==> src/hdl/sld_pkg.sv <==
package sld_pkg;
  // Timing base
  localparam int CLK_HZ = 125_000_000;
  localparam int CYC_PER_MS = CLK_HZ / 1000;
  localparam int BLANK_MS = 100;
  localparam int ALLON_MS = 500;
  localparam int LABEL_MS = 600;
  localparam int ADDR_UNIT_MS = 100;
  localparam int WARN_CODE_MS = 2000;
  localparam int WARN_NORM_MS = 2000;
  localparam int ALARM_PHASE_MS = 1000;
  localparam int BLINK_HALF_MS = 250;
  localparam int LINK_INIT_MS = 100;

  // Register map, byte addresses
  localparam logic [3:0] OFS_DISP_CFG = 4'h0;
  localparam logic [3:0] OFS_CMD = 4'h4;
  localparam logic [3:0] OFS_STATUS = 4'h8;
  localparam int CFG_SEL_LSB = 0;
  localparam int CFG_POLE_LSB = 4;
  localparam int CFG_ADT_LSB = 8;
  localparam int CFG_REV_BIT = 16;
  localparam int CFG_ENH_LSB = 24;
  localparam int CMD_CLR_BIT = 0;
  localparam int ENH_SYNC_BIT = 4;
  localparam logic [31:0] CFG_MASK = 32'hFF01_FFFF;
  localparam logic [31:0] CFG_RST = 32'h0000_0F00;

  localparam logic [3:0] SEL_NORMAL = 4'h0;
  localparam logic [3:0] SEL_ADDR = 4'h4;
  localparam logic [3:0] SEL_SENSOR = 4'h9;
  localparam logic [3:0] POLE_CS = 4'h1;
  localparam logic signed [15:0] SPEED_FWD = 16'sh001E;
  localparam logic signed [15:0] SPEED_REV = 16'shFFE2;

  // Segment bit positions and glyphs
  localparam int SEG_A = 0;
  localparam int SEG_D = 3;
  localparam int SEG_E = 4;
  localparam int SEG_F = 5;
  localparam int SEG_G = 6;
  localparam int SEG_DP = 7;
  localparam logic [7:0] GLYPH_BLANK = 8'h00;
  localparam logic [7:0] GLYPH_ALL = 8'hFF;
  localparam logic [7:0] GLYPH_DASH = 8'h40;
  localparam logic [7:0] GLYPH_N = 8'h54;
  localparam logic [7:0] GLYPH_A = 8'h77;

  localparam logic [1:0] CST_INITIAL = 2'h0;
  localparam logic [1:0] CST_RING = 2'h1;
  localparam logic [1:0] CST_READY = 2'h2;
  localparam logic [1:0] CST_RUNNING = 2'h3;

  typedef enum logic [6:0] {
    ST_BLANK = 7'h01, ST_ALLON = 7'h02, ST_LABEL = 7'h04, ST_ADDR = 7'h08,
    ST_NORMAL = 7'h10, ST_WARN = 7'h20, ST_ALARM = 7'h40
  } sld_state_t;

  function automatic logic [7:0] hex_glyph(logic [3:0] v);
    logic [7:0] g;
    unique case (v)
      4'h0: g = 8'h3F;
      4'h1: g = 8'h06;
      4'h2: g = 8'h5B;
      4'h3: g = 8'h4F;
      4'h4: g = 8'h66;
      4'h5: g = 8'h6D;
      4'h6: g = 8'h7D;
      4'h7: g = 8'h07;
      4'h8: g = 8'h7F;
      4'h9: g = 8'h6F;
      4'hA: g = 8'h77;
      4'hB: g = 8'h7C;
      4'hC: g = 8'h39;
      4'hD: g = 8'h5E;
      4'hE: g = 8'h79;
      4'hF: g = 8'h71;
    endcase
    return g;
  endfunction : hex_glyph

  // Two decimal digits, tens in the upper byte
  function automatic logic [15:0] dec_pair(logic [7:0] v);
    logic [7:0] m;
    logic [7:0] t;
    logic [7:0] o;
    m = v % 8'h64;
    t = m / 8'h0A;
    o = m % 8'h0A;
    return {hex_glyph(t[3:0]), hex_glyph(o[3:0])};
  endfunction : dec_pair
endpackage : sld_pkg

==> src/hdl/sld_tick_if.sv <==
`timescale 1ns/100ps
interface sld_tick_if;
  logic ms_tick;
  logic blink;
  modport src(output ms_tick, output blink);
  modport snk(input ms_tick, input blink);
endinterface : sld_tick_if

==> src/hdl/sld_tick.sv <==
`timescale 1ns/100ps
module sld_tick #(
  parameter int CYC_PER_MS = sld_pkg::CYC_PER_MS
) (
  input wire logic core_clk,
  input wire logic rst,
  sld_tick_if.src tick
);
  import sld_pkg::*;

  logic [16:0] cyc_q, cyc_d;
  logic [15:0] ms_q, ms_d;
  logic tick_q, tick_d;
  logic blink_q, blink_d;

  always_comb begin
    cyc_d = cyc_q + 17'h00001;
    tick_d = 1'b0;
    ms_d = ms_q;
    blink_d = blink_q;
    if (cyc_q == 17'(CYC_PER_MS - 1)) begin
      cyc_d = '0;
      tick_d = 1'b1;
    end
    // Equal on and off phases for every blinking indicator
    if (tick_q) begin // [RL18]
      ms_d = ms_q + 16'h0001;
      if (ms_q == 16'(BLINK_HALF_MS - 1)) begin
        ms_d = '0;
        blink_d = ~blink_q;
      end
    end
  end

  always_ff @(posedge core_clk or posedge rst) begin
    if (rst) begin
      cyc_q <= '0;
      ms_q <= '0;
      tick_q <= 1'b0;
      blink_q <= 1'b0;
    end else begin
      cyc_q <= cyc_d;
      ms_q <= ms_d;
      tick_q <= tick_d;
      blink_q <= blink_d;
    end
  end

  assign tick.ms_tick = tick_q;
  assign tick.blink = blink_q;
endmodule : sld_tick

==> src/hdl/sld_netled.sv <==
`timescale 1ns/100ps
module sld_netled (
  input wire logic core_clk,
  input wire logic rst,
  sld_tick_if.snk tick,
  input wire logic enhance_sync,
  input wire logic [1:0] ctrl_state,
  input wire logic comm_sync,
  input wire logic net_alarm_clearable,
  input wire logic net_alarm_unclearable,
  input wire logic link_connected,
  input wire logic reset_cmd,
  output logic net_led_green,
  output logic net_led_red,
  output logic link_led_green
);
  import sld_pkg::*;

  logic green_q, green_d;
  logic red_q, red_d;
  logic link_q, link_d;
  logic [15:0] init_q, init_d;
  logic sync_ok;

  always_comb begin
    sync_ok = enhance_sync ? comm_sync : 1'b1; // [RL13]
    green_d = 1'b0;
    red_d = 1'b0;
    if (net_alarm_unclearable) begin // [RL14]
      red_d = 1'b1;
    end else if (net_alarm_clearable) begin
      red_d = tick.blink;
    end else begin
      unique case (ctrl_state) // [RL12]
        CST_INITIAL: green_d = 1'b0;
        CST_RING, CST_READY: green_d = tick.blink;
        CST_RUNNING: green_d = sync_ok ? 1'b1 : tick.blink;
      endcase
    end
    init_d = init_q;
    if (reset_cmd) begin
      init_d = 16'(LINK_INIT_MS);
    end else if (tick.ms_tick && init_q != '0) begin
      init_d = init_q - 16'h0001;
    end
    // Short lamp test at start-up or reset command
    link_d = link_connected || (init_q != '0); // [RL15] [RL17]
  end

  always_ff @(posedge core_clk or posedge rst) begin
    if (rst) begin
      green_q <= 1'b0;
      red_q <= 1'b0;
      link_q <= 1'b0;
      init_q <= 16'(LINK_INIT_MS);
    end else begin
      green_q <= green_d;
      red_q <= red_d;
      link_q <= link_d;
      init_q <= init_d;
    end
  end

  assign net_led_green = green_q;
  assign net_led_red = red_q;
  assign link_led_green = link_q;
endmodule : sld_netled

==> src/hdl/sld_display.sv <==
// Notes on behaviour
// (RL1) Sensor selection with pole method 1: sensors right, direction left.
// (RL2) Sensors 1,2,3 light top, middle, bottom bars of right digit.
// (RL3) Sensor levels shown raw, before the reversal setting inverts them.
// (RL4) Upper-left at speed >= 30, lower-left at <= -30, else centre.
// (RL5) Sensor selection with other pole method shows the n-A glyph.
// (RL6) Undefined selector values are reserved; no user display offered.
// (RL7) Power-up: blank, all on, n-A label 0.6 s, address, normal.
// (RL8) Normal display shows servo on/off, marked by power and sync.
// (RL9) Alarm alternates decimal main code with left dot and sub code.
// (RL10) Warning code in hex 2 s alternates with normal; right dot blinks.
// (RL11) Latched alarm needs cause gone plus clear; unlatched only cause gone.
// (RL12) Enhance bit 4 clear: dark initial, blink config/ready, solid running.
// (RL13) Enhance bit 4 set: solid green only when running and synchronised.
// (RL14) Clearable network alarm blinks red, unclearable solid red; red wins.
// (RL15) Link LED green while upstream transmitter is connected.
// (RL16) Network alarm during other alarm leaves the earlier code displayed.
// (RL17) Link LED may flash briefly at power-up or reset command.
// (RL18) Network LED blink period fixed, from the clock, equal phases.
//
// Design decisions made here: the Avalon-MM interface to the registers and the placing of the registers.
`timescale 1ns/100ps
module sld_display #(
  parameter int CYC_PER_MS = sld_pkg::CYC_PER_MS
) (
  input wire logic core_clk,
  input wire logic rst,
  input wire logic [3:0] avs_address,
  input wire logic avs_read,
  input wire logic avs_write,
  input wire logic [31:0] avs_writedata,
  input wire logic [3:0] avs_byteenable,
  output logic [31:0] avs_readdata,
  output logic avs_waitrequest,
  input wire logic servo_on,
  input wire logic main_power_on,
  input wire logic comm_sync,
  input wire logic signed [15:0] speed_mm_s,
  input wire logic commutation_sensor_1,
  input wire logic commutation_sensor_2,
  input wire logic commutation_sensor_3,
  input wire logic pole_estimate_done,
  input wire logic [7:0] rotary_address_switch,
  input wire logic alarm_cause,
  input wire logic alarm_latched,
  input wire logic [7:0] alarm_main_code,
  input wire logic [7:0] alarm_sub_code,
  input wire logic warning_active,
  input wire logic [7:0] warning_code,
  input wire logic [1:0] ctrl_state,
  input wire logic net_alarm_clearable,
  input wire logic net_alarm_unclearable,
  input wire logic link_connected,
  input wire logic reset_cmd,
  output logic [7:0] seg_left,
  output logic [7:0] seg_right,
  output logic [2:0] sensor_to_ctrl,
  output logic net_led_green,
  output logic net_led_red,
  output logic link_led_green
);
  import sld_pkg::*;

  sld_tick_if tick_if ();

  sld_tick #(.CYC_PER_MS(CYC_PER_MS)) u_tick (
    .core_clk(core_clk),
    .rst(rst),
    .tick(tick_if.src)
  );

  logic [31:0] cfg_q, cfg_d;
  logic [3:0] sel;
  logic [3:0] pole;
  logic [7:0] adt;
  logic rev;

  assign sel = cfg_q[CFG_SEL_LSB +: 4];
  assign pole = cfg_q[CFG_POLE_LSB +: 4];
  assign adt = cfg_q[CFG_ADT_LSB +: 8];
  assign rev = cfg_q[CFG_REV_BIT];

  sld_netled u_netled (
    .core_clk(core_clk),
    .rst(rst),
    .tick(tick_if.snk),
    .enhance_sync(cfg_q[CFG_ENH_LSB + ENH_SYNC_BIT]),
    .ctrl_state(ctrl_state),
    .comm_sync(comm_sync),
    .net_alarm_clearable(net_alarm_clearable),
    .net_alarm_unclearable(net_alarm_unclearable),
    .link_connected(link_connected),
    .reset_cmd(reset_cmd),
    .net_led_green(net_led_green),
    .net_led_red(net_led_red),
    .link_led_green(link_led_green)
  );

  // Bus slave state
  logic wait_q, wait_d;
  logic [31:0] rdata_q, rdata_d;
  logic clr_q, clr_d;
  logic wr_en;

  // Display state
  sld_state_t st_q, st_d;
  logic [15:0] tmr_q, tmr_d;
  logic alt_q, alt_d;
  logic [7:0] addr_q, addr_d;
  logic [7:0] main_q, main_d;
  logic [7:0] sub_q, sub_d;
  logic latch_q, latch_d;
  logic [7:0] segl_q, segl_d;
  logic [7:0] segr_q, segr_d;
  logic [2:0] sens_q, sens_d;
  logic release_ok;
  logic [7:0] norm_l;
  logic [7:0] norm_r;

  // One wait state per access, then a single-cycle answer
  always_comb begin
    wr_en = avs_write && !wait_q;
    wait_d = !((avs_read || avs_write) && wait_q);
    rdata_d = rdata_q;
    if (avs_read && wait_q) begin
      unique case (avs_address)
        OFS_DISP_CFG: rdata_d = cfg_q;
        OFS_CMD: rdata_d = {31'h0000_0000, clr_q};
        OFS_STATUS: rdata_d = {6'h00, net_led_red, net_led_green,
                               segr_q, segl_q, latch_q, st_q};
        default: rdata_d = '0;
      endcase
    end
    cfg_d = cfg_q;
    if (wr_en && avs_address == OFS_DISP_CFG) begin
      for (int i = 0; i < 4; i++) begin
        if (avs_byteenable[i]) begin
          cfg_d[8*i +: 8] = avs_writedata[8*i +: 8] & CFG_MASK[8*i +: 8];
        end
      end
    end
  end

  always_ff @(posedge core_clk or posedge rst) begin
    if (rst) begin
      wait_q <= 1'b1;
      rdata_q <= '0;
      cfg_q <= CFG_RST;
    end else begin
      wait_q <= wait_d;
      rdata_q <= rdata_d;
      cfg_q <= cfg_d;
    end
  end

  // Normal view, chosen by the display selector
  always_comb begin
    norm_l = GLYPH_BLANK;
    norm_r = GLYPH_BLANK;
    if (sel == SEL_SENSOR) begin
      if (pole == POLE_CS) begin // [RL1]
        norm_r[SEG_A] = commutation_sensor_1; // [RL2] [RL3]
        norm_r[SEG_G] = commutation_sensor_2;
        norm_r[SEG_D] = commutation_sensor_3;
        if (speed_mm_s >= SPEED_FWD) begin // [RL4]
          norm_l[SEG_F] = 1'b1;
        end else if (speed_mm_s <= SPEED_REV) begin
          norm_l[SEG_E] = 1'b1;
        end else begin
          norm_l[SEG_G] = 1'b1;
        end
      end else begin
        norm_l = GLYPH_N; // [RL5]
        norm_r = GLYPH_A;
      end
    end else if (sel == SEL_ADDR) begin
      {norm_l, norm_r} = dec_pair(addr_q);
    end else begin
      // Reserved selector codes fall back to the servo view
      norm_l = servo_on ? hex_glyph(4'h0) : GLYPH_DASH; // [RL6] [RL8]
      norm_r = servo_on ? hex_glyph(4'h0) : GLYPH_DASH;
      norm_l[SEG_DP] = pole_estimate_done;
      norm_r[SEG_DP] = !(main_power_on && comm_sync); // [RL8]
    end
  end

  // Sequencer
  always_comb begin
    st_d = st_q;
    tmr_d = (tick_if.ms_tick && tmr_q != '1) ? tmr_q + 16'h0001 : tmr_q;
    alt_d = alt_q;
    addr_d = addr_q;
    main_d = main_q;
    sub_d = sub_q;
    latch_d = latch_q;
    release_ok = !alarm_cause && (!latch_q || clr_q); // [RL11]
    unique case (st_q) // [RL7]
      ST_BLANK: begin
        addr_d = rotary_address_switch;
        if (tmr_q >= 16'(BLANK_MS)) st_d = ST_ALLON;
      end
      ST_ALLON: begin
        if (tmr_q >= 16'(ALLON_MS)) st_d = ST_LABEL;
      end
      ST_LABEL: begin
        if (tmr_q >= 16'(LABEL_MS)) st_d = ST_ADDR;
      end
      ST_ADDR: begin
        if (tmr_q >= 16'(adt) * 16'(ADDR_UNIT_MS)) st_d = ST_NORMAL;
      end
      ST_NORMAL, ST_WARN: begin
        if (alarm_cause) begin // [RL9] [RL16]
          st_d = ST_ALARM;
          main_d = alarm_main_code;
          sub_d = alarm_sub_code;
          latch_d = alarm_latched;
          alt_d = 1'b0;
        end else if (st_q == ST_NORMAL) begin
          if (warning_active && tmr_q >= 16'(WARN_NORM_MS)) begin // [RL10]
            st_d = ST_WARN;
          end
        end else if (!warning_active || tmr_q >= 16'(WARN_CODE_MS)) begin
          st_d = ST_NORMAL;
        end
      end
      ST_ALARM: begin
        if (release_ok) begin // [RL11]
          st_d = ST_NORMAL;
        end else if (tmr_q >= 16'(ALARM_PHASE_MS)) begin
          alt_d = ~alt_q;
          tmr_d = '0;
        end
      end
    endcase
    if (st_d != st_q) tmr_d = '0;
    // Clear request: a write that lands with the consume still wins
    clr_d = clr_q;
    if (st_q != ST_ALARM || release_ok) clr_d = 1'b0;
    if (wr_en && avs_address == OFS_CMD && avs_byteenable[0]
        && avs_writedata[CMD_CLR_BIT]) begin
      clr_d = 1'b1;
    end
  end

  // Segment drive
  always_comb begin
    segl_d = GLYPH_BLANK;
    segr_d = GLYPH_BLANK;
    sens_d = {commutation_sensor_3, commutation_sensor_2,
              commutation_sensor_1} ^ {3{rev}}; // [RL3]
    unique case (st_q)
      ST_BLANK: begin
        segl_d = GLYPH_BLANK;
        segr_d = GLYPH_BLANK;
      end
      ST_ALLON: begin
        segl_d = GLYPH_ALL;
        segr_d = GLYPH_ALL;
      end
      ST_LABEL: begin
        segl_d = GLYPH_N;
        segr_d = GLYPH_A;
      end
      ST_ADDR: {segl_d, segr_d} = dec_pair(addr_q);
      ST_NORMAL: begin
        segl_d = norm_l;
        segr_d = norm_r;
      end
      ST_WARN: begin // [RL10]
        segl_d = hex_glyph(warning_code[7:4]);
        segr_d = hex_glyph(warning_code[3:0]);
        segr_d[SEG_DP] = tick_if.blink;
      end
      ST_ALARM: begin // [RL9]
        {segl_d, segr_d} = alt_q ? dec_pair(sub_q) : dec_pair(main_q);
        segl_d[SEG_DP] = !alt_q;
      end
    endcase
  end

  always_ff @(posedge core_clk or posedge rst) begin
    if (rst) begin
      st_q <= ST_BLANK;
      tmr_q <= '0;
      alt_q <= 1'b0;
      addr_q <= '0;
      main_q <= '0;
      sub_q <= '0;
      latch_q <= 1'b0;
      clr_q <= 1'b0;
      segl_q <= GLYPH_BLANK;
      segr_q <= GLYPH_BLANK;
      sens_q <= '0;
    end else begin
      st_q <= st_d;
      tmr_q <= tmr_d;
      alt_q <= alt_d;
      addr_q <= addr_d;
      main_q <= main_d;
      sub_q <= sub_d;
      latch_q <= latch_d;
      clr_q <= clr_d;
      segl_q <= segl_d;
      segr_q <= segr_d;
      sens_q <= sens_d;
    end
  end

  assign avs_readdata = rdata_q;
  assign avs_waitrequest = wait_q;
  assign seg_left = segl_q;
  assign seg_right = segr_q;
  assign sensor_to_ctrl = sens_q;
endmodule : sld_display

==> config.mk <==
export PLATFORM = sky130hd
export DESIGN_NAME = sld_display
export DESIGN_NICKNAME = d
export VERILOG_FILES = /design/src/hdl/sld_pkg.sv /design/src/hdl/sld_tick_if.sv /design/src/hdl/sld_tick.sv /design/src/hdl/sld_netled.sv /design/src/hdl/sld_display.sv
export SDC_FILE = /design/constraint.sdc
export NUM_CORES = 1
export LEC_CHECK = 0
export ABC_CLOCK_PERIOD_IN_PS = 4250
export BUFFER_PORTS_ARGS = -buffer_cell sky130_fd_sc_hd__buf_4
export CORE_UTILIZATION = 36
export CTS_BUF_LIST = sky130_fd_sc_hd__clkbuf_8
export DETAILED_ROUTE_END_ITERATION = 16
export PLACE_DENSITY = 0.58
export SKIP_LAST_GASP = 1
export SLEW_MARGIN = 25
export SYNTH_ARGS = -nofsm -noshare
export SYNTH_HDL_FRONTEND = slang
export SYNTH_HIERARCHICAL = 1
export SYNTH_SLANG_ARGS = --single-unit
==> constraint.sdc <==
create_clock -name core_clk -period 4.25 [get_ports core_clk]
set_input_delay 0.85 -clock core_clk [delete_from_list [all_inputs] [get_ports core_clk]]
set_output_delay 0.85 -clock core_clk [all_outputs]
set_load 0.02 [all_outputs]
==> results of run 1 <==
kinds of logic (layout without fill, tap and decap cells):
group,after synthesis,count (layout)
fa+ha+maj,104,104
xor+xnor,63,63
compound gates,387,387
simple gates,561,561
buf+inv,170,392
other cells,0,2
mux,88,89
flops,181,181
worst max-delay path: cells and delay by family, from the launching register on:
family / cells / cell delay, ns
AO/OA/AOI/OAI: 9 / 1.24
XOR/XNOR: 1 / 0.11
adder cells (fa/ha/maj): 5 / 1.56
buffers and inverters: 3 / 0.27
flip-flops: 1 / 0.63
AND/OR/NAND/NOR: 3 / 0.28
sequential cells by signal, indices dropped and copies added, names as in the netlist, 3 cells and up:
| register | cells |
|---|---|
| seg_left | 8 |
| avs_readdata | 32 |
| main_q | 8 |
| sub_q | 8 |
| st_q | 7 |
| addr_q | 8 |
| u_tick/cyc_q | 17 |
| tmr_q | 16 |
| u_tick/ms_q | 16 |
| seg_right | 8 |
| cfg_q | 25 |
| u_netled/init_q | 16 |
| sensor_to_ctrl | 3 |
metrics by stage:
stage          setup TNS [ns]  power (mW)  std cells  instance area [um^2]
2_1_floorplan               0        7.65       1554                 13700
3_3_place_gp            -1.99        10.1       2236                 15900
3_5_place_dp            -2.58        10.3       2236                 15900
4_1_cts                -0.701        11.7       2272                 16500
5_1_grt                 -3.70        13.3       2281                 16800
6_report                    0        12.3       2283                 16800
layer usage:
layer	part of all wire	global-route usage	wire (um)
met4	0.031	0.0844	1210
met3	0.043	0.0423	1700
met1	0.45	0.257	17700
met2	0.48	0.342	18900
met5	0.00025	0	10
final cells by class:
class	count	area [um^2]
Clock buffer	17	234
Multi-Input combinational cell	1204	8870
Inverter	96	365
Fill cell	3619	20100
Clock inverter	15	188
Tap cell	504	631
Sequential cell	181	4550
Timing Repair Buffer	264	1990
Antenna cell	2	5.00
repair_timing:
item                                    4_1_cts  5_1_grt
resized for setup                            34       58
pin swaps                                    35       25
gates cloned                                  0        1
endpoints found under the setup margin       25       33
buffers inserted                              4        8
hold buffers                                  0        0
report_power, final:
part           total [mW]  internal, mW  switching, mW
sequential           2.19          1.94          0.249
combinational        8.86          3.96           4.89
clock                1.27         0.503          0.769
placed cells by master, fill, tap and decap left out, drive strengths merged, types with 36 or more instances in the layout:
master,netlist,layout
buf,12,264
dfrtp,172,172
nand3,52,52
nor2,103,103
xnor2,36,36
a21oi,72,72
nor3,59,59
nand2,154,154
mux2,53,54
o21ai,115,115
inv,96,102
ha,97,97
worst max path at each step:
stage                     startpoint            to  slack [ns]  cells after the start
final                      cfg_q[11]      tmr_q[1]        0.04                     21
after CTS                  cfg_q[11]      tmr_q[8]       -0.05                     21
after detailed placement   cfg_q[11]      tmr_q[1]       -0.17                     21
after floorplan             sub_q[4]  seg_right[5]       0.006                     19
after global routing       cfg_q[11]      tmr_q[1]       -0.20                     21
after global placement     cfg_q[11]      tmr_q[7]       -0.12                     21
==> out/metrics.yaml, run 1 <==
outcome:
  status: "finished, final reports clean"
timing:
  finClkSkew_ns: 0.0261
  layout_setup_ws_ns: 0.0394
  maxSlewViolCount: 0
  whs_ns: 0.452
  fmax_ghz: 0.237
  finalHoldViolCount: 0
  rsz0062_at_grt: "yes"
  slew_headroom: 0.426
  min_period_ns: 4.21
  tightest_slew_ns: 0.862
  finalSetupViolCount: 0
  post-route-period-util: 0.991
synth:
  synthXorXnorAreaFrac: 0.0410
  synth-compound-area-share: 0.192
  avgSynthCellArea_um2: 8.78
  synthSimpleGateAreaFrac: 0.215
  ys_types: 104
  yosysWarnings: 6
  synth_enable_flop_cells: 0
  synth_cells: 1554
  muxShareOfSynthArea: 0.0713
  async_reset_ff_frac: 1.00
  yosysSeqAreaShare: 0.333
  yosysMostFrequentCell: "dfrtp_1"
  synth_ff_type: "dfrtp_1"
  syn_nets: 1762
  synth_top_family_by_area: "simple AND/OR/NAND/NOR gates"
  synth_area_mm2: 0.0136
  yosysTopAreaCell: "dfrtp_1"
  synthAdderAreaFrac: 0.0964
  synthTopCellsByCount: "dfrtp_1, nand2_1, o21ai_0"
  netlist_top_cells_area: "dfrtp_1, ha_1, mux2_2, nand2_1, o21ai_0"
  synth_top_area_frac: 0.316
  ys_ff_latch: 181
job:
  drv_cap: 0
worst_hold_path:
  hold_class: "in -> async"
drt:
  vias: 12400
  wirelength_um: 39500
  drt_pass1_iterations: 5
  post_drt_wl_per_cell_um: 17.3
  vias_per_cell: 5.42
  ant_nets: 0
  drtIter0Drc: 701
  drcViolationCount: 0
grt:
  grt_pass1_wl_um: 62900
  grt_overflow_total: 0
  grt_max_degree: 87
  antenna_found_initial: 3
  grt_pass1_vias: 12100
  grtUsageTotal: 0.205
setup_path:
  cpPeakStageDelay_ns: 0.63
  arrival_ns: 4.60
  cpMostUsedCell: "ha_4"
  r2r_slack_ns: 0.04
  path_cells: "ha_4 -> ha_4 -> inv_2 -> fa_1 -> inv_2 -> ha_4 -> a21oi_2 -> o21ai_2 -> a21oi_1 -> o21bai_1 -> xnor2_1 -> ha_1 -> nand4_1 -> o31ai_2 -> or3_1 -> o21ai_1 -> a21oi_1 -> a31oi_2 -> a21oi_2 -> buf_6 -> nor3_2"
  start_kind: "flop"
  r2r_start: "cfg_q[11]"
  endpoint_kind: "flop"
  rr_worst_depth: 21
  worstPathMaxFanout: 8
  cp_slowest_cell: "dfstp_2"
  worstSetupPathType: "reg -> reg"
  worstPathRequired_ns: 4.64
  timing.rr.end: "tmr_q[1]"
die:
  dieWidth_um: 197
  core_mm2: 0.0370
  fp.dieArea_mm2: 0.0387
  core.rowCount: 70
  start_util: 0.369
  io_pins: 163
  die_h_um: 197
finish:
  fin_nets: 1972
  final_core_utilization: 0.455
  drive_gt1_frac: 0.271
  area_growth_pct: 23.4
clocking:
  cts_buffers: 17
  htreeDepth: 4
  insertion_delay_ns: 0.51
  cts_tree: "built"
  cts.reportedPaths.clkPinSlew_ns: 0.12
  clkSinkCount: 181
  cts-root-buf: "clkbuf_8"
  cts_buffer_depth: 2
placed_design:
  hpwl_um: 29900
  port_buffers: 155
  gp_congestion: 0.911
  post-place-ws_ns: -0.172
power:
  peakVddDrop_uv: 590
  cellPowerDensity_mw_per_mm2: 732
  p_leak_nw: 7.49
No activity file was read; power rests on OpenSTA's default activity.
==> inputs of run 2 (changes only) <==
--- a/config.mk
+++ b/config.mk
@@ -5,6 +5,7 @@
 export SDC_FILE = /design/constraint.sdc
 export NUM_CORES = 1
 export LEC_CHECK = 0
+export ABC_AREA = 1
 export ABC_CLOCK_PERIOD_IN_PS = 4250
 export BUFFER_PORTS_ARGS = -buffer_cell sky130_fd_sc_hd__buf_4
 export CORE_UTILIZATION = 36
==> run 2 against run 1 <==
  * The run now ends with setup timing left
  * Via count grew 4.0%
  * Maximum frequency shrank 11%
  * Cell count grew 14%
  * Area after synthesis grew 0.61%
  * Largest cell class unchanged
==> out/metrics.yaml, run 2 <==
clocking:
  cts-hold-fix-buffers: 0
  cts_tree: "built"
  cts_buffers: 17
  insertion_delay_ns: 0.49
  cts_buffer_depth: 2
  cts-root-buf: "clkbuf_8"
  cts.reportedPaths.clkPinSlew_ns: 0.10
  htreeDepth: 4
  clkSinkCount: 181
drt:
  drtIter0Drc: 760
  vias_per_cell: 4.92
  drt_pass1_iterations: 5
  vias: 12900
  ant_nets: 0
  post_drt_wl_per_cell_um: 14.8
  wirelength_um: 38600
  drcViolationCount: 0
placed_design:
  gp_congestion: 0.917
  dpl.cell_count: 2563
  hpwl_um: 30200
  port_buffers: 155
  placed_area_mm2: 0.0158
  post-place-ws_ns: -0.450
power:
  p_leak_nw: 8.61
  peakVddDrop_uv: 199
  p_total_mw: 5.93
  cellPowerDensity_mw_per_mm2: 357
synth:
  avgSynthCellArea_um2: 7.28
  synth_cells: 1886
  yosysMostFrequentCell: "nand2_1"
  synth_enable_flop_cells: 0
  ys_types: 65
  async_reset_ff_frac: 1.00
  netlist_top_cells_area: "dfrtp_1, nand2_1, ha_1, inv_1, nand3_1"
  syn_nets: 2094
  synthTopCellsByCount: "nand2_1, inv_1, nor2_1"
  synth_ff_type: "dfrtp_1"
  ys_ff_latch: 181
  yosysSeqAreaShare: 0.331
  synth_area_mm2: 0.0137
  yosysWarnings: 6
  synth_top_area_frac: 0.314
  yosysTopAreaCell: "dfrtp_1"
die:
  core_mm2: 0.0376
  die_h_um: 197
  start_util: 0.365
  core.rowCount: 71
  io_pins: 163
  dieWidth_um: 197
  fp.dieArea_mm2: 0.0389
timing:
  maxSlewViolCount: 0
  finalHoldViolCount: 0
  slew_headroom: 0.290
  post-route-period-util: 1.11
  tightest_slew_ns: 1.06
  finalSetupViolCount: 17
  rsz0062_at_grt: "yes"
  finClkSkew_ns: 0.0155
  layout_setup_ws_ns: -0.474
  fmax_ghz: 0.212
  tns_ns: -7.28
  whs_ns: 0.482
  min_period_ns: 4.72
finish:
  area_growth_pct: 20.8
  final_common_cell: "nand2_1"
  final_cells: 2613
  mostFrequentLayoutCells: "nand2_1, inv_1, buf_4, nor2_1, dfrtp_1"
  diodes: 0
  drive_gt1_frac: 0.225
  largest_reg_flops: 32
  final_core_utilization: 0.441
  final_cell_area_mm2: 0.0166
  fin_nets: 2297
setup_path:
  start_kind: "flop"
  worstSetupPathType: "reg -> reg"
  worstPathRequired_ns: 4.67
  critPathLaunch: "cfg_q[11]"
  r2r_start: "cfg_q[11]"
  endpoint_kind: "flop"
  arrival_ns: 5.14
  worstPathMaxFanout: 7
outcome:
  violations: "setup timing"
  status: "finished, violations left"
worst_hold_path:
  hold_class: "reg -> reg"
  worstHoldStart: "u_tick/ms_q[15]"
grt:
  grt_max_degree: 85
  grtUsageTotal: 0.200
  grt_pass1_vias: 12200
  grt_pass1_wl_um: 61900
  antenna_found_initial: 0
  grt_overflow_total: 0
job:
  drv_cap: 0
[run 2: layout make-up]
class	count	area, um^2
repair buffers	210	1580
clock inverters	14	219
inverters	285	1080
fillers	3776	21000
clock buffers	18	248
flip-flops and latches	181	4540
multi-input cells	1394	8270
well taps	511	639
[run 2: path summary, 6_finish.rpt]
check	cells past startpoint	end	slack [ns]
max in group asynchronous	3	cfg_q[10]	2.83
setup / recovery	24	tmr_q[4]	-0.47
min in group asynchronous	3	u_tick/ms_q[10]	0.52
setup reg to reg	24	tmr_q[4]	-0.47
hold / removal	1	u_tick/ms_q[15]	0.48
hold reg to reg	1	u_tick/ms_q[15]	0.48
[run 2: logic make-up after synthesis]
| logic type | share of synthesized area |
|---|---|
| buffers and inverters | 0.0870 |
| AO/OA/AOI/OAI | 0.113 |
| flip-flops | 0.331 |
| AND/OR/NAND/NOR | 0.332 |
| multiplexers | 0.0107 |
| adder cells (fa/ha/maj) | 0.0928 |
| XOR/XNOR | 0.0336 |
[run 2: where the power goes]
group / leakage (nW) / switching, mW / internal (mW) / total (mW)
registers: 2.33 / 0.0627 / 1.80 / 1.86
clock network: 0.231 / 0.694 / 0.723 / 1.42
logic: 6.05 / 1.61 / 1.04 / 2.65
[run 2: routing by layer]
metal / routed length, um / GRT usage
met3: 1980 / 0.0418
met5: 0 / 0
met4: 803 / 0.0609
met2: 18200 / 0.332
met1: 17700 / 0.261
[run 2: critical path, stage by stage, from the launching register on]
cell and delay [ns]:
dfstp_2 0.61, ha_4 0.23, ha_4 0.25, inv_2 0.03
fa_1 0.52, inv_2 0.05, ha_4 0.25, a21oi_2 0.14
o21ai_2 0.07, a21oi_1 0.13, o21ai_1 0.10, a21o_1 0.18
a21oi_2 0.15, xor2_2 0.19, ha_1 0.29, nand3_2 0.09
nor2_2 0.04, a211oi_2 0.20, nand3_1 0.14, a31oi_2 0.19
o2111ai_1 0.14, nor2_2 0.20, nand3_4 0.16, buf_6 0.19
nor2_2 0.09
[run 2: repair_timing]
item,in CTS,in global routing
cloned,0,0
endpoints found under the setup margin,16,26
buffers inserted,8,10
pin swaps,4,9
gates resized for setup,4,36
